[src/stack_substack_pkg.sv]
// Shared constants for the substack partitioning block
package stack_substack_pkg;

    // ---------------------------------------------------------------
    // Register map (byte addresses)
    // ---------------------------------------------------------------
    localparam logic [11:0] PTR_OFFSET    = 12'h000;
    localparam logic [11:0] UFL_OFFSET    = 12'h004;
    localparam logic [11:0] OFL_OFFSET    = 12'h008;
    localparam logic [11:0] STATUS_OFFSET = 12'h00c;

    // ---------------------------------------------------------------
    // Field positions
    // ---------------------------------------------------------------
    localparam int PS_LSB       = 0;
    localparam int RS_LSB       = 8;
    localparam int PS_START_BIT = 0;
    localparam int RS_START_BIT = 8;
    localparam int PS_SIZE_LSB  = 1;
    localparam int RS_SIZE_LSB  = 9;
    localparam int PS_FATAL_BIT = 0;
    localparam int RS_FATAL_BIT = 1;

    // ---------------------------------------------------------------
    // Reset values
    // ---------------------------------------------------------------
    localparam logic [15:0] PTR_RESET = 16'h0000;
    localparam logic [15:0] UFL_RESET = 16'h0000;
    localparam logic [15:0] OFL_RESET = 16'h0000;

    // ---------------------------------------------------------------
    // Substack size selection
    // ---------------------------------------------------------------
    typedef enum logic [1:0] {
        SIZE_256 = 2'b00,
        SIZE_128 = 2'b01,
        SIZE_64  = 2'b10,
        SIZE_32  = 2'b11
    } size_sel_t;

    localparam logic [7:0] MASK_256 = 8'hff;
    localparam logic [7:0] MASK_128 = 8'h7f;
    localparam logic [7:0] MASK_64  = 8'h3f;
    localparam logic [7:0] MASK_32  = 8'h1f;

endpackage

[src/stack_substack_config.sv]
// Substack partitioning and pointer logic for both hardware stacks
// Summary of operation
// - A 256-entry stack runs whole or as 8x32, 4x64 or 2x128 substacks.
// - Underflow limit bits 2:1 (parameter) and 10:9 (return) pick the size.
// - In a substack the upper pointer bits are its number and stay fixed.
// - Start flags are underflow limit bit 0 (parameter) and bit 8 (return).
// - Start flag one makes the stack begin at location zero of the substack.
// - Start flag zero makes the stack begin at the substack midpoint.
// - An overflow limit below the midpoint forces a start at the bottom.
// - Push writes at ptr plus the start offset then increments; pop reads one below that then decrements.
// - Stacks and substacks wrap circularly at both ends.
// - An error stays set until software writes the pointer register.
// - Both pointers clear to zero at reset.
//
// The register addresses and register access over APB were chosen for this implementation.
`timescale 1ns/10ps
`default_nettype none

module stack_unit
    import stack_substack_pkg::*;
(
    // Clock and reset
    input  wire logic       clock_i,
    input  wire logic       rst_n_i,
    // Configuration
    input  wire logic [1:0] size_i,
    input  wire logic       start_i,
    input  wire logic [7:0] ovf_lim_i,
    // Pointer load from software
    input  wire logic       wr_i,
    input  wire logic [7:0] wdata_i,
    // Core operations
    input  wire logic       push_i,
    input  wire logic       pop_i,
    // Results
    output logic [7:0]      ptr_o,
    output logic [7:0]      addr_o,
    output logic            we_o,
    output logic            re_o,
    output logic            fatal_o
);

    logic [7:0] mask;
    logic [7:0] half;
    logic [7:0] start_off;
    logic [7:0] base;
    logic [7:0] off;
    logic [7:0] ph;
    logic       low_lim;
    logic       do_push;
    logic       do_pop;
    logic       fatal_evt;
    logic [7:0] ptr_nxt;

    // ---------------------------------------------------------------
    // Geometry
    // ---------------------------------------------------------------
    always_comb begin
        case (size_sel_t'(size_i))
            SIZE_256: mask = MASK_256;
            SIZE_128: mask = MASK_128;
            SIZE_64:  mask = MASK_64;
            SIZE_32:  mask = MASK_32;
            default:  mask = MASK_256;
        endcase
    end

    assign half    = (mask >> 1) + 8'h01;
    // Limit inside the substack decides whether the midpoint is usable
    assign low_lim = (ovf_lim_i & mask) < half;
    assign start_off = (start_i || low_lim) ? 8'h00 : half;

    // Config is read live, so a write lands before the next operation
    assign base = ptr_o & ~mask;
    assign off  = ptr_o & mask;
    assign ph   = (off + start_off) & mask;

    // Push has priority; a pointer write beats both
    assign do_push = push_i && !wr_i;
    assign do_pop  = pop_i && !push_i && !wr_i;

    // Touching the top cell of the substack corrupts data
    assign fatal_evt = (do_push && ph == mask) ||
                       (do_pop && ph == 8'h00);

    always_comb begin
        ptr_nxt = ptr_o;
        if (wr_i) begin
            ptr_nxt = wdata_i;
        end else if (do_push) begin
            ptr_nxt = base | ((off + 8'h01) & mask);
        end else if (do_pop) begin
            ptr_nxt = base | ((off - 8'h01) & mask);
        end
    end

    // ---------------------------------------------------------------
    // Pointer
    // ---------------------------------------------------------------
    always_ff @(posedge clock_i or negedge rst_n_i) begin
        if (!rst_n_i) begin
            ptr_o <= PTR_RESET[7:0];
        end else begin
            ptr_o <= ptr_nxt;
        end
    end

    // ---------------------------------------------------------------
    // Memory access
    // ---------------------------------------------------------------
    always_ff @(posedge clock_i or negedge rst_n_i) begin
        if (!rst_n_i) begin
            addr_o <= 8'h00;
            we_o   <= 1'b0;
            re_o   <= 1'b0;
        end else begin
            we_o <= do_push;
            re_o <= do_pop;
            if (do_push) begin
                addr_o <= base | ph;
            end else if (do_pop) begin
                addr_o <= base | ((ph - 8'h01) & mask);
            end
        end
    end

    // ---------------------------------------------------------------
    // Error flag
    // ---------------------------------------------------------------
    always_ff @(posedge clock_i or negedge rst_n_i) begin
        if (!rst_n_i) begin
            fatal_o <= 1'b0;
        end else if (fatal_evt) begin
            fatal_o <= 1'b1;
        end else if (wr_i) begin
            fatal_o <= 1'b0;
        end
    end
endmodule

module stack_substack_config
    import stack_substack_pkg::*;
(
    // Clock and reset
    input  wire logic        clock_i,
    input  wire logic        rst_n_i,
    // APB slave
    input  wire logic        psel_i,
    input  wire logic        penable_i,
    input  wire logic        pwrite_i,
    input  wire logic [11:0] paddr_i,
    input  wire logic [31:0] pwdata_i,
    output logic [31:0]      prdata_o,
    output logic             pready_o,
    output logic             pslverr_o,
    // Parameter stack operations
    input  wire logic        ps_push_i,
    input  wire logic        ps_pop_i,
    output logic [7:0]       ps_addr_o,
    output logic             ps_we_o,
    output logic             ps_re_o,
    // Return stack operations
    input  wire logic        rs_push_i,
    input  wire logic        rs_pop_i,
    output logic [7:0]       rs_addr_o,
    output logic             rs_we_o,
    output logic             rs_re_o,
    // Error flags
    output logic             ps_fatal_o,
    output logic             rs_fatal_o
);

    logic [15:0] stack_underflow_limit_reg_r;
    logic [15:0] stack_overflow_limit_reg_r;
    logic [7:0]  ps_ptr;
    logic [7:0]  rs_ptr;
    logic        setup;
    logic        access;
    logic        wr_ptr;
    logic        mapped;
    logic [31:0] rdata_nxt;

    assign setup  = psel_i && !penable_i;
    assign access = psel_i && penable_i && pready_o;
    assign wr_ptr = access && pwrite_i && paddr_i == PTR_OFFSET;
    assign mapped = paddr_i == PTR_OFFSET || paddr_i == UFL_OFFSET ||
                    paddr_i == OFL_OFFSET || paddr_i == STATUS_OFFSET;

    // ---------------------------------------------------------------
    // APB handshake
    // ---------------------------------------------------------------
    always_comb begin
        rdata_nxt = 32'h0000_0000;
        case (paddr_i)
            PTR_OFFSET:    rdata_nxt[15:0] = {rs_ptr, ps_ptr};
            UFL_OFFSET:    rdata_nxt[15:0] = stack_underflow_limit_reg_r;
            OFL_OFFSET:    rdata_nxt[15:0] = stack_overflow_limit_reg_r;
            STATUS_OFFSET: rdata_nxt[1:0]  = {rs_fatal_o, ps_fatal_o};
            default:       rdata_nxt = 32'h0000_0000;
        endcase
    end

    // One wait-free access phase: data is captured during setup
    always_ff @(posedge clock_i or negedge rst_n_i) begin
        if (!rst_n_i) begin
            pready_o  <= 1'b0;
            pslverr_o <= 1'b0;
            prdata_o  <= 32'h0000_0000;
        end else begin
            pready_o  <= setup;
            pslverr_o <= setup && !mapped;
            if (setup && !pwrite_i) begin
                prdata_o <= rdata_nxt;
            end
        end
    end

    // ---------------------------------------------------------------
    // Limit registers
    // ---------------------------------------------------------------
    always_ff @(posedge clock_i or negedge rst_n_i) begin
        if (!rst_n_i) begin
            stack_underflow_limit_reg_r <= UFL_RESET;
            stack_overflow_limit_reg_r  <= OFL_RESET;
        end else if (access && pwrite_i) begin
            if (paddr_i == UFL_OFFSET) begin
                stack_underflow_limit_reg_r <= pwdata_i[15:0];
            end
            if (paddr_i == OFL_OFFSET) begin
                stack_overflow_limit_reg_r <= pwdata_i[15:0];
            end
        end
    end

    // ---------------------------------------------------------------
    // Stacks
    // ---------------------------------------------------------------
    stack_unit u_ps (
        .clock_i   (clock_i),
        .rst_n_i   (rst_n_i),
        .size_i    (stack_underflow_limit_reg_r[PS_SIZE_LSB +: 2]),
        .start_i   (stack_underflow_limit_reg_r[PS_START_BIT]),
        .ovf_lim_i (stack_overflow_limit_reg_r[PS_LSB +: 8]),
        .wr_i      (wr_ptr),
        .wdata_i   (pwdata_i[PS_LSB +: 8]),
        .push_i    (ps_push_i),
        .pop_i     (ps_pop_i),
        .ptr_o     (ps_ptr),
        .addr_o    (ps_addr_o),
        .we_o      (ps_we_o),
        .re_o      (ps_re_o),
        .fatal_o   (ps_fatal_o)
    );

    stack_unit u_rs (
        .clock_i   (clock_i),
        .rst_n_i   (rst_n_i),
        .size_i    (stack_underflow_limit_reg_r[RS_SIZE_LSB +: 2]),
        .start_i   (stack_underflow_limit_reg_r[RS_START_BIT]),
        .ovf_lim_i (stack_overflow_limit_reg_r[RS_LSB +: 8]),
        .wr_i      (wr_ptr),
        .wdata_i   (pwdata_i[RS_LSB +: 8]),
        .push_i    (rs_push_i),
        .pop_i     (rs_pop_i),
        .ptr_o     (rs_ptr),
        .addr_o    (rs_addr_o),
        .we_o      (rs_we_o),
        .re_o      (rs_re_o),
        .fatal_o   (rs_fatal_o)
    );
endmodule

`default_nettype wire

[config.mk]
export PLATFORM = sky130hd
export DESIGN_NAME = stack_substack_config
export DESIGN_NICKNAME = d
export VERILOG_FILES = /design/src/stack_substack_pkg.sv /design/src/stack_substack_config.sv
export SDC_FILE = /design/constraint.sdc
export NUM_CORES = 1
export LEC_CHECK = 0
export CAP_MARGIN = 20
export CORE_ASPECT_RATIO = 1.5
export CORE_MARGIN = 2
export CORE_UTILIZATION = 35
export DETAILED_ROUTE_END_ITERATION = 16
export DONT_BUFFER_PORTS = 1
export GPL_ROUTABILITY_DRIVEN = 0
export GPL_TIMING_DRIVEN = 0
export PLACE_DENSITY = 0.58
export SLEW_MARGIN = 20
export SYNTH_ARGS = -nofsm -noshare
export SYNTH_HDL_FRONTEND = slang
export SYNTH_HIERARCHICAL = 1
export SYNTH_SLANG_ARGS = --single-unit
[constraint.sdc]
create_clock -name clock_i -period 4.2 [get_ports clock_i]
set_input_delay 0 -clock clock_i [delete_from_list [all_inputs] [get_ports clock_i]]
set_output_delay 0 -clock clock_i [all_outputs]
set_load 0.02 [all_outputs]
==> results of run 1 <==
[logic make-up (layout without fill, tap and decap cells)]
kind of cell,Yosys count,after routing,synth area share
flops,88,88,0.409
buf+inv,63,102,0.0631
compound gates,119,119,0.139
simple gates,163,163,0.168
xor+xnor,22,22,0.0383
mux,55,55,0.129
other cells,1,16,0.000696
fa+ha+maj,22,22,0.0539
[sequential cells by signal, summed over array words and instances (netlist names), named ones only]
signal                       cells
stack_overflow_limit_reg_r      16
u_rs/ptr_o                       5
u_ps/we_o                        1
u_ps/ptr_o                       5
prdata_o                        16
stack_underflow_limit_reg_r     16
u_ps/addr_o                      8
u_rs/addr_o                      8
u_rs/we_o                        1
u_ps/fatal_o                     1
pslverr_o                        1
u_ps/re_o                        1
u_rs/fatal_o                     1
pready_o                         1
u_rs/re_o                        1
[layout make-up]
| class | instances | area (µm²) |
|---|---|---|
| buffer | 44 | 274 |
| clock buffer | 11 | 253 |
| clock inverter | 3 | 18.8 |
| fill | 1486 | 8800 |
| inverter | 19 | 71.3 |
| multi-input combinational | 397 | 2940 |
| sequential | 88 | 2200 |
| tap | 199 | 249 |
| timing repair buffer | 25 | 260 |
[per-layer routing]
layer / global-route usage / up-vias
met5: 0 / -
li1: - / 1993
met4: 0.0603 / 0
met3: 0.0355 / 18
met1: 0.212 / 2061
met2: 0.318 / 111
[critical path: cells and delay by family (launching register included)]
family,cells,cell delay [ps]
AOI/OAI and AO/OA,3,590
adders and majority gates,3,940
buffers and inverters,1,200
DFF,1,440
muxes,1,270
and+or+nand+nor,7,1410
[worst max-delay path by stage]
stage / start / end / slack, ps / cells past startpoint
final: stack_underflow_limit_reg_r[9] / u_rs/addr_o[7] / 210 / 15
after floorplan: stack_underflow_limit_reg_r[9] / u_rs/addr_o[7] / 260 / 15
after CTS: stack_underflow_limit_reg_r[10] / u_rs/addr_o[7] / 20 / 15
after detailed placement: stack_underflow_limit_reg_r[9] / u_rs/addr_o[7] / -340 / 15
after global placement: stack_underflow_limit_reg_r[9] / u_rs/addr_o[7] / -320 / 15
after global routing: stack_underflow_limit_reg_r[9] / u_rs/addr_o[7] / 30 / 15
[power groups by stage]
stage / clock, W / combinational (W) / sequential, W
6_report: 0.000743 / 0.000889 / 0.00129
3_3_place_gp: 0 / 0.000793 / 0.00130
3_5_place_dp: 0 / 0.000814 / 0.00130
4_1_cts: 0.000760 / 0.000880 / 0.00129
5_1_grt: 0.000797 / 0.00100 / 0.00132
2_1_floorplan: 0 / 0.000675 / 0.00124
[Yosys cell counts, types with 4 or more instances]
| cell | instances |
|---|---|
| a21oi_1 | 17 |
| and2_1 | 10 |
| xnor2_1 | 15 |
| nand2_1 | 40 |
| o21ai_0 | 39 |
| clkbuf_1 | 18 |
| nor3_1 | 5 |
| or2_2 | 4 |
| o221ai_1 | 4 |
| nor2_1 | 35 |
| a21o_1 | 5 |
| mux2_2 | 16 |
| ha_1 | 20 |
| or3_1 | 4 |
| inv_1 | 17 |
| nand4_1 | 6 |
| dfrtp_1 | 88 |
| mux2_4 | 20 |
| nand2b_1 | 10 |
| a22oi_1 | 15 |
| nor4_1 | 6 |
| or3_4 | 4 |
| o21ai_1 | 14 |
| nand3_1 | 12 |
| a211oi_1 | 7 |
| xor2_1 | 6 |
| nor2b_1 | 7 |
| mux2i_1 | 17 |
| buf_4 | 18 |
[metrics by stage]
| stage | cells | utilization | power (W) | TNS [ps] |
|---|---|---|---|---|
| after CTS | 784 | 0.414 | 0.00293 | 0 |
| after floorplan | 548 | - | 0.00192 | 0 |
| after detailed placement | 748 | 0.379 | 0.00212 | -345 |
| after global placement | 747 | 0.378 | 0.00209 | -327 |
| after global routing | 786 | 0.416 | 0.00312 | 0 |
| final | 786 | 0.416 | 0.00292 | 0 |
[what timing repair did]
action | in CTS | in global routing
resized for setup | 5 | 9
endpoints found under the setup margin | 2 | 4
gates cloned | 0 | 0
setup buffers | 0 | 2
endpoints found under the hold margin | 139 | 0
hold buffers | 22 | 0
pin swaps | 0 | 1
==> impl_metrics.yaml, run 1 <==
die:
  row_count: 55
  dieArea_um2: 16400
  ios: 109
  die_w_um: 105
  initial_core_util: 0.358
  die_h_um: 156
  core-area_um2: 15100
setup_path:
  regToRegEndpoint: "u_rs/addr_o[7]"
  cp-end-kind: "flip-flop"
  timing.reg2reg.setup_slack_ps: 210
  path_cells: "nand2_2 > and2_1 > ha_1 > o21ai_1 > nor4b_1 > or4_1 > clkbuf_1 > nor2_1 > ha_1 > fa_1 > a21o_1 > nor4_4 > nor2_1 > mux2_2 > a311o_1"
  slowest_delay_ps: 490
  cp-start-kind: "flip-flop"
  worstPathRequired_ps: 4410
  slowest_stage: "or4_1"
  cp_max_fo: 9
  arrival_ps: 4200
  crit_type: "flip-flop to flip-flop"
  r2r_start: "stack_underflow_limit_reg_r[9]"
  rr_worst_depth: 15
run_status:
  status: "finished, final reports clean"
yosys:
  ys_warn_count: 6
  syn_avg_cell_area_um2: 10.1
  synth_flop_cell: "dfrtp_1"
  ys_ff_latch: 88
  mappedNetlistArea_um2: 5390
  async_reset_ff_frac: 1.00
  seq_area_frac_synth: 0.409
  synth.distinct_cells: 64
  ys_top_cells_by_area: "dfrtp_1, mux2_4, ha_1"
  synthCells: 533
  yosys.area.top_type: "dfrtp_1"
  synth-edff-count: 0
  yosys.area.top_type_share: 0.409
placed_design:
  hpwl_mm: 10.3
  dp_slack_ps: -345
  portBuffers: 0
  placed_area_um2: 5710
timing:
  slew-limit-headroom: 0.352
  hold_viol: 0
  timing.hold.ws_ps: 6.81
  setup_viol: 0
  worstMarginPinSlew_ps: 972
  fmax_mhz: 251
  setup_slack_ps: 211
  slew_violations: 0
  post-route-period-util: 0.950
  fin_skew_ps: 8.92
  final.min_clock_period_ps: 3990
  rsz0062_at_grt: "false"
pwr:
  swShare: 0.372
  combPwrFrac: 0.304
  seqPwrFrac: 0.442
  p_int_w: 0.00184
  p_per_area_nw_per_um2: 467
  peakVddDrop_v: 0.000259
  leakagePower_nw: 2.85
  clkPwrFrac: 0.254
  power_switching_w: 0.00109
clocking:
  cts_buffers: 9
  clock_path_buffers: 2
  cts_tree: "built"
  clock_latency_ps: 340
  clock-root-buffer: "clkbuf_16"
  clkSinkCount: 88
  htreeDepth: 3
  path_clk_slew_ps: 60
finish:
  finalNetCount: 659
  drive_above_1_share: 0.186
  layout_commonest_cell: "dfrtp_1"
  fin_area_um2: 6270
  area_delta_synth_final_pct: 16.3
  layout_common_cells: "dfrtp_1, o21ai_0, nand2_1"
  diodes: 0
global_routing:
  track_usage: 0.178
  grt_pass1_vias: 4226
  antenna_found_initial: 0
  overflow: 0
  grt_pass1_wl_mm: 23.0
  grt_start_max_net_pins: 89
min_path:
  hp-start: "paddr_i[4]"
  hold_path_end: "pslverr_o"
  min_path_type: "primary input to flip-flop"
  hold-path-cell-count: 3
detailed_routing:
  drcViolationCount: 0
  met1_length_mm: 5.67
  top_layer_used: "met4"
  wire_per_inst_um: 17.9
  dr_wl_met2_mm: 7.44
  routed_wl_mm: 14.0
  wl_met3_um: 638
  first_pass_iters: 4
  dr_total_vias: 4183
  drt_iter0_drc: 213
  vias_per_cell: 5.32
  postRouteAntennaNets: 0
job:
  maxCapViolations: 0
No activity file was read; power rests on OpenSTA's default activity.
==> run 2, diff against run 1 <==
--- a/config.mk
+++ b/config.mk
@@ -8,12 +8,13 @@
 export CAP_MARGIN = 20
 export CORE_ASPECT_RATIO = 1.5
 export CORE_MARGIN = 2
-export CORE_UTILIZATION = 35
+export CORE_UTILIZATION = 49
 export DETAILED_ROUTE_END_ITERATION = 16
 export DONT_BUFFER_PORTS = 1
 export GPL_ROUTABILITY_DRIVEN = 0
 export GPL_TIMING_DRIVEN = 0
-export PLACE_DENSITY = 0.58
+export PLACE_DENSITY = 0.73
+export SETUP_SLACK_MARGIN = 0.4
 export SLEW_MARGIN = 20
 export SYNTH_ARGS = -nofsm -noshare
 export SYNTH_HDL_FRONTEND = slang
==> impl_metrics.yaml, run 2 (synthesis results as in run 1) <==
finish:
  area_delta_synth_final_pct: 19.2
  layout_commonest_cell: "dfrtp_1"
  diodes: 0
  finalNetCount: 676
  post-route-util: 0.603
  fillCellCount: 869
  drive_above_1_share: 0.231
  layout_common_cells: "dfrtp_1, o21ai_0, buf_4, nand2_1, nor2_1"
  reg_top3: "prdata_o: 16 flops, stack_overflow_limit_reg_r: 16 flops, stack_underflow_limit_reg_r: 16 flops"
die:
  die_w_um: 89.6
  die_h_um: 132
  ios: 109
  dieArea_um2: 11900
  core-area_um2: 10600
  initial_core_util: 0.506
  row_count: 46
detailed_routing:
  vias_per_cell: 5.75
  dr_total_vias: 4315
  wire_per_inst_um: 18.1
  first_pass_iters: 8
  drcViolationCount: 0
  drt_iter0_drc: 269
  routed_wl_mm: 13.6
  postRouteAntennaNets: 0
min_path:
  hp-start: "rs_pop_i"
  min_path_type: "primary input to flip-flop"
  hold-path-cell-count: 3
  hold_path_end: "u_rs/addr_o[3]"
global_routing:
  overflow: 0
  grt_pass1_wl_mm: 22.0
  antenna_found_initial: 0
  grt_pass1_vias: 4466
  track_usage: 0.238
  grt_start_max_net_pins: 89
timing:
  setup_viol: 0
  slew-limit-headroom: 0.453
  hold_viol: 0
  final.min_clock_period_ps: 3710
  post-route-period-util: 0.883
  fmax_mhz: 270
  rsz0062_at_grt: "false"
  slew_violations: 0
  fin_skew_ps: 7.09
  worstMarginPinSlew_ps: 813
  timing.hold.ws_ps: 8.62
  final.setup.tns_ps: 0
clocking:
  clkSinkCount: 88
  htreeDepth: 3
  path_clk_slew_ps: 70
  cts_buffers: 9
  clock_path_buffers: 2
  clock_latency_ps: 340
  cts_tree: "built"
  clock-root-buffer: "clkbuf_16"
job:
  maxCapViolations: 0
setup_path:
  arrival_ps: 3920
  timing.reg2reg.setup_slack_ps: 490
  rr_worst_depth: 16
  r2r_start: "stack_underflow_limit_reg_r[10]"
  cp-end-kind: "flip-flop"
  crit_type: "flip-flop to flip-flop"
  cp-start-kind: "flip-flop"
  cp_max_fo: 5
  regToRegEndpoint: "u_rs/addr_o[6]"
  worstPathRequired_ps: 4410
placed_design:
  hpwl_mm: 9.67
  portBuffers: 0
pwr:
  peakVddDrop_v: 0.000290
  leakagePower_nw: 2.97
  p_per_area_nw_per_um2: 463
run_status:
  status: "finished, final reports clean"
run 2: cell count changes in the layout (fill, tap and decap cells not counted), sizes merged:
cell / delta
dlygate4sd3: +2
clkinv: -1
buf: +16
clkinvlp: +2
run 2: worst max-delay path: stages (launching register included):
cell and delay, ps:
dfrtp_2 470, clkbuf_8 190, buf_6 110, nor2b_1 40, ha_2 300, nor3_1 40
or4_1 480, clkbuf_8 160, nor2_2 70, ha_2 190, fa_1 410, buf_4 160
a2111oi_0 530, xnor2_1 190, nor2_1 60, a21oi_1 110, o21ai_1 70
run 2: worst max path at each step:
stage | start | endpoint | slack (ps) | cells past startpoint
global route | stack_underflow_limit_reg_r[1] | u_ps/addr_o[7] | 380 | 14
CTS | stack_underflow_limit_reg_r[10] | u_rs/fatal_o | 410 | 16
detailed placement | stack_underflow_limit_reg_r[9] | u_rs/fatal_o | -20 | 15
finish | stack_underflow_limit_reg_r[10] | u_rs/addr_o[6] | 490 | 16
floorplan | stack_underflow_limit_reg_r[9] | u_rs/addr_o[7] | 510 | 15
global placement | stack_underflow_limit_reg_r[9] | u_rs/fatal_o | 30 | 15
run 2: final cells by class:
type	instances	area (µm²)	share of cell area
inverter	19	71.3	0.0111
multi-input combinational	397	2990	0.466
buffer	44	293	0.0456
timing repair buffer	42	397	0.0617
clock inverter	4	28.8	0.00448
sequential	88	2210	0.344
clock buffer	12	256	0.0399
tap	144	180	0.0280
run 2: timing repair:
action / CTS / global route
endpoints found under the setup margin: 4 / 3
setup buffers: 13 / 4
endpoints found under the hold margin: 138 / 0
pin swaps: 8 / 5
hold buffers: 24 / 0
gates resized for setup: 26 / 11
run 2: routing by layer:
metal / vias to the layer above / GRT usage / share of wire
li1: 2021 / - / -
met1: 2123 / 0.270 / 0.38
met2: 140 / 0.410 / 0.53
met3: 31 / 0.0643 / 0.064
met4: 0 / 0.0995 / 0.030
met5: - / 0 / 0
run 2: stage by stage:
step / cells / setup WS, ps / total power (W) / area [µm²]
after floorplan: 548 / 506 / 0.00192 / 5460
after global placement: 692 / 31.5 / 0.00207 / 5640
after detailed placement: 693 / -23.8 / 0.00211 / 5650
after CTS: 746 / 406 / 0.00296 / 6370
after global routing: 750 / 378 / 0.00316 / 6420
final: 750 / 493 / 0.00297 / 6420
run 2: power breakdown:
group	internal [W]	leakage, nW	switching, W
Combinational	0.000416	1.69	0.000498
Sequential	0.00101	1.15	0.000279
Clock	0.000434	0.135	0.000336
==> run 3, diff against run 2 <==
--- a/config.mk
+++ b/config.mk
@@ -14,6 +14,7 @@
 export GPL_ROUTABILITY_DRIVEN = 0
 export GPL_TIMING_DRIVEN = 0
 export PLACE_DENSITY = 0.73
+export RECOVER_POWER = 25
 export SETUP_SLACK_MARGIN = 0.4
 export SLEW_MARGIN = 20
 export SYNTH_ARGS = -nofsm -noshare
==> impl_metrics.yaml, run 3 (synthesis results as in run 1) <==
job:
  maxCapViolations: 1
setup_path:
  path_delay_family: "adder cells"
  timing.reg2reg.setup_slack_ps: 490
  crit_buf_inv: 4
  crit_start: "stack_underflow_limit_reg_r[10]"
  cp-start-kind: "flip-flop"
  worstPathRequired_ps: 4410
  rr_worst_depth: 16
  endpoint: "u_rs/addr_o[6]"
  r2r_start: "stack_underflow_limit_reg_r[10]"
  regToRegEndpoint: "u_rs/addr_o[6]"
  slowest_delay_ps: 530
  path_depth: 16
  arrival_ps: 3920
  crit_type: "flip-flop to flip-flop"
  path_cells: "clkbuf_8 > buf_6 > nor2b_1 > ha_2 > nor3_1 > or4_1 > clkbuf_8 > nor2_2 > ha_2 > fa_1 > buf_4 > a2111oi_0 > xnor2_1 > nor2_1 > a21oi_1 > o21ai_1"
  cp_max_fo: 5
  slowest_stage: "a2111oi_0"
  cp-end-kind: "flip-flop"
die:
  ios: 109
  die_h_um: 132
  row_count: 46
  core-area_um2: 10600
  dieArea_um2: 11900
  initial_core_util: 0.506
  die_w_um: 89.6
timing:
  setup_viol: 0
  fmax_mhz: 270
  hold_viol: 0
  rsz0062_at_grt: "false"
  final.min_clock_period_ps: 3710
  setup_slack_ps: 493
  slew-limit-headroom: -0.460
  fin_skew_ps: 7.11
  worstMarginPinSlew_ps: 2190
  post-route-period-util: 0.883
  slew_violations: 89
  final.setup.tns_ps: 0
finish:
  multi_input_area_um2: 2990
  finalNetCount: 676
  area_delta_synth_final_pct: 18.8
  fillCellCount: 872
  layout_commonest_cell: "dfrtp_1"
  layout_common_cells: "dfrtp_1, o21ai_0, buf_4, nand2_1, nor2_1"
  drive_above_1_share: 0.231
  seq_area_um2: 2210
  diodes: 0
  reg_top3: "prdata_o: 16 flops, stack_overflow_limit_reg_r: 16 flops, stack_underflow_limit_reg_r: 16 flops"
global_routing:
  grt_pass1_wl_mm: 22.0
  grt_pass1_vias: 4466
  grt_start_max_net_pins: 89
  overflow: 0
  antenna_found_initial: 0
  track_usage: 0.238
clocking:
  clock_path_buffers: 2
  clock_latency_ps: 340
  clkSinkCount: 88
  cts_buffers: 9
  path_clk_slew_ps: 70
  htreeDepth: 3
  clock-root-buffer: "clkbuf_16"
  cts_tree: "built"
run_status:
  violations: "max-capacitance violations, max-slew violations"
  status: "complete, but fails checks"
pwr:
  combPwrFrac: 0.307
  swShare: 0.375
  p_per_area_nw_per_um2: 464
  seqPwrFrac: 0.434
  power_switching_w: 0.00111
  p_int_w: 0.00186
  leakagePower_nw: 2.96
  peakVddDrop_v: 0.000290
  clkPwrFrac: 0.259
placed_design:
  dp_slack_ps: -23.8
  portBuffers: 0
  hpwl_mm: 9.67
min_path:
  min_path_type: "primary input to flip-flop"
detailed_routing:
  routed_wl_mm: 13.6
  postRouteAntennaNets: 0
  first_pass_iters: 8
  drt_iter0_drc: 269
  dr_total_vias: 4315
  wire_per_inst_um: 18.1
  drcViolationCount: 0
  vias_per_cell: 5.75
## run 3: cell count changes in the layout (fill, tap and decap cells not counted), sizes merged
cell and delta:
buf -1, clkbuf +1
## run 3: tightest hold or removal path, cell delays in order
cell	delay, ps
a21o_1	100
a21oi_1	70
o21ai_0	140
## run 3: worst min-delay path by stage
stage	start	end	cells after the start
after global routing	rs_pop_i	u_rs/addr_o[3]	3
after floorplan	rst_n_i	prdata_o[0]	0
after global placement	rst_n_i	u_rs/addr_o[7]	0
after CTS	rs_pop_i	u_rs/addr_o[3]	3
final	rs_pop_i	u_rs/addr_o[3]	3
after detailed placement	rst_n_i	u_rs/addr_o[6]	0
## run 3: cell type report
| type | instances | share of cell area |
|---|---|---|
| plain buffers | 44 | 0.0457 |
| clock buffers | 12 | 0.0401 |
| clock inverters | 4 | 0.00449 |
| inverters | 19 | 0.0111 |
| multi-input cells | 397 | 0.467 |
| flip-flops and latches | 88 | 0.345 |
| well taps | 144 | 0.0281 |
| repair buffers | 42 | 0.0584 |
## run 3: what timing repair did
item | 4_1_cts | 5_1_grt
hold buffers | 24 | 0
endpoints found under the setup margin | 4 | 3
pin swaps | 8 | 5
gates resized for setup | 26 | 11
hold endpoints to repair | 138 | 0
buffers inserted | 13 | 4
## run 3: layer usage
| layer | global-route usage | vias to the layer above | share of wire |
|---|---|---|---|
| met5 | 0 | - | 0 |
| met2 | 0.410 | 140 | 0.53 |
| met4 | 0.0995 | 0 | 0.030 |
| met3 | 0.0643 | 31 | 0.064 |
| met1 | 0.270 | 2123 | 0.38 |
| li1 | - | 2021 | - |
## run 3: power by group through the flow
stage	sequential, W	clock [W]	combinational (W)
floorplan	0.00124	0	0.000678
CTS	0.00129	0.000781	0.000890
global route	0.00132	0.000817	0.00102
global placement	0.00129	0	0.000781
finish	0.00129	0.000769	0.000912
detailed placement	0.00130	0	0.000812
## run 3: per-stage QoR
step	hold WS, ps	power (W)	area [µm²]	util	instances
2_1_floorplan	-296	0.00192	5460	-	548
3_3_place_gp	-293	0.00207	5640	0.529	692
3_5_place_dp	-293	0.00211	5650	0.531	693
4_1_cts	2.01	0.00296	6370	0.598	746
5_1_grt	34.7	0.00316	6400	0.601	750
6_report	8.63	0.00297	6400	0.601	750
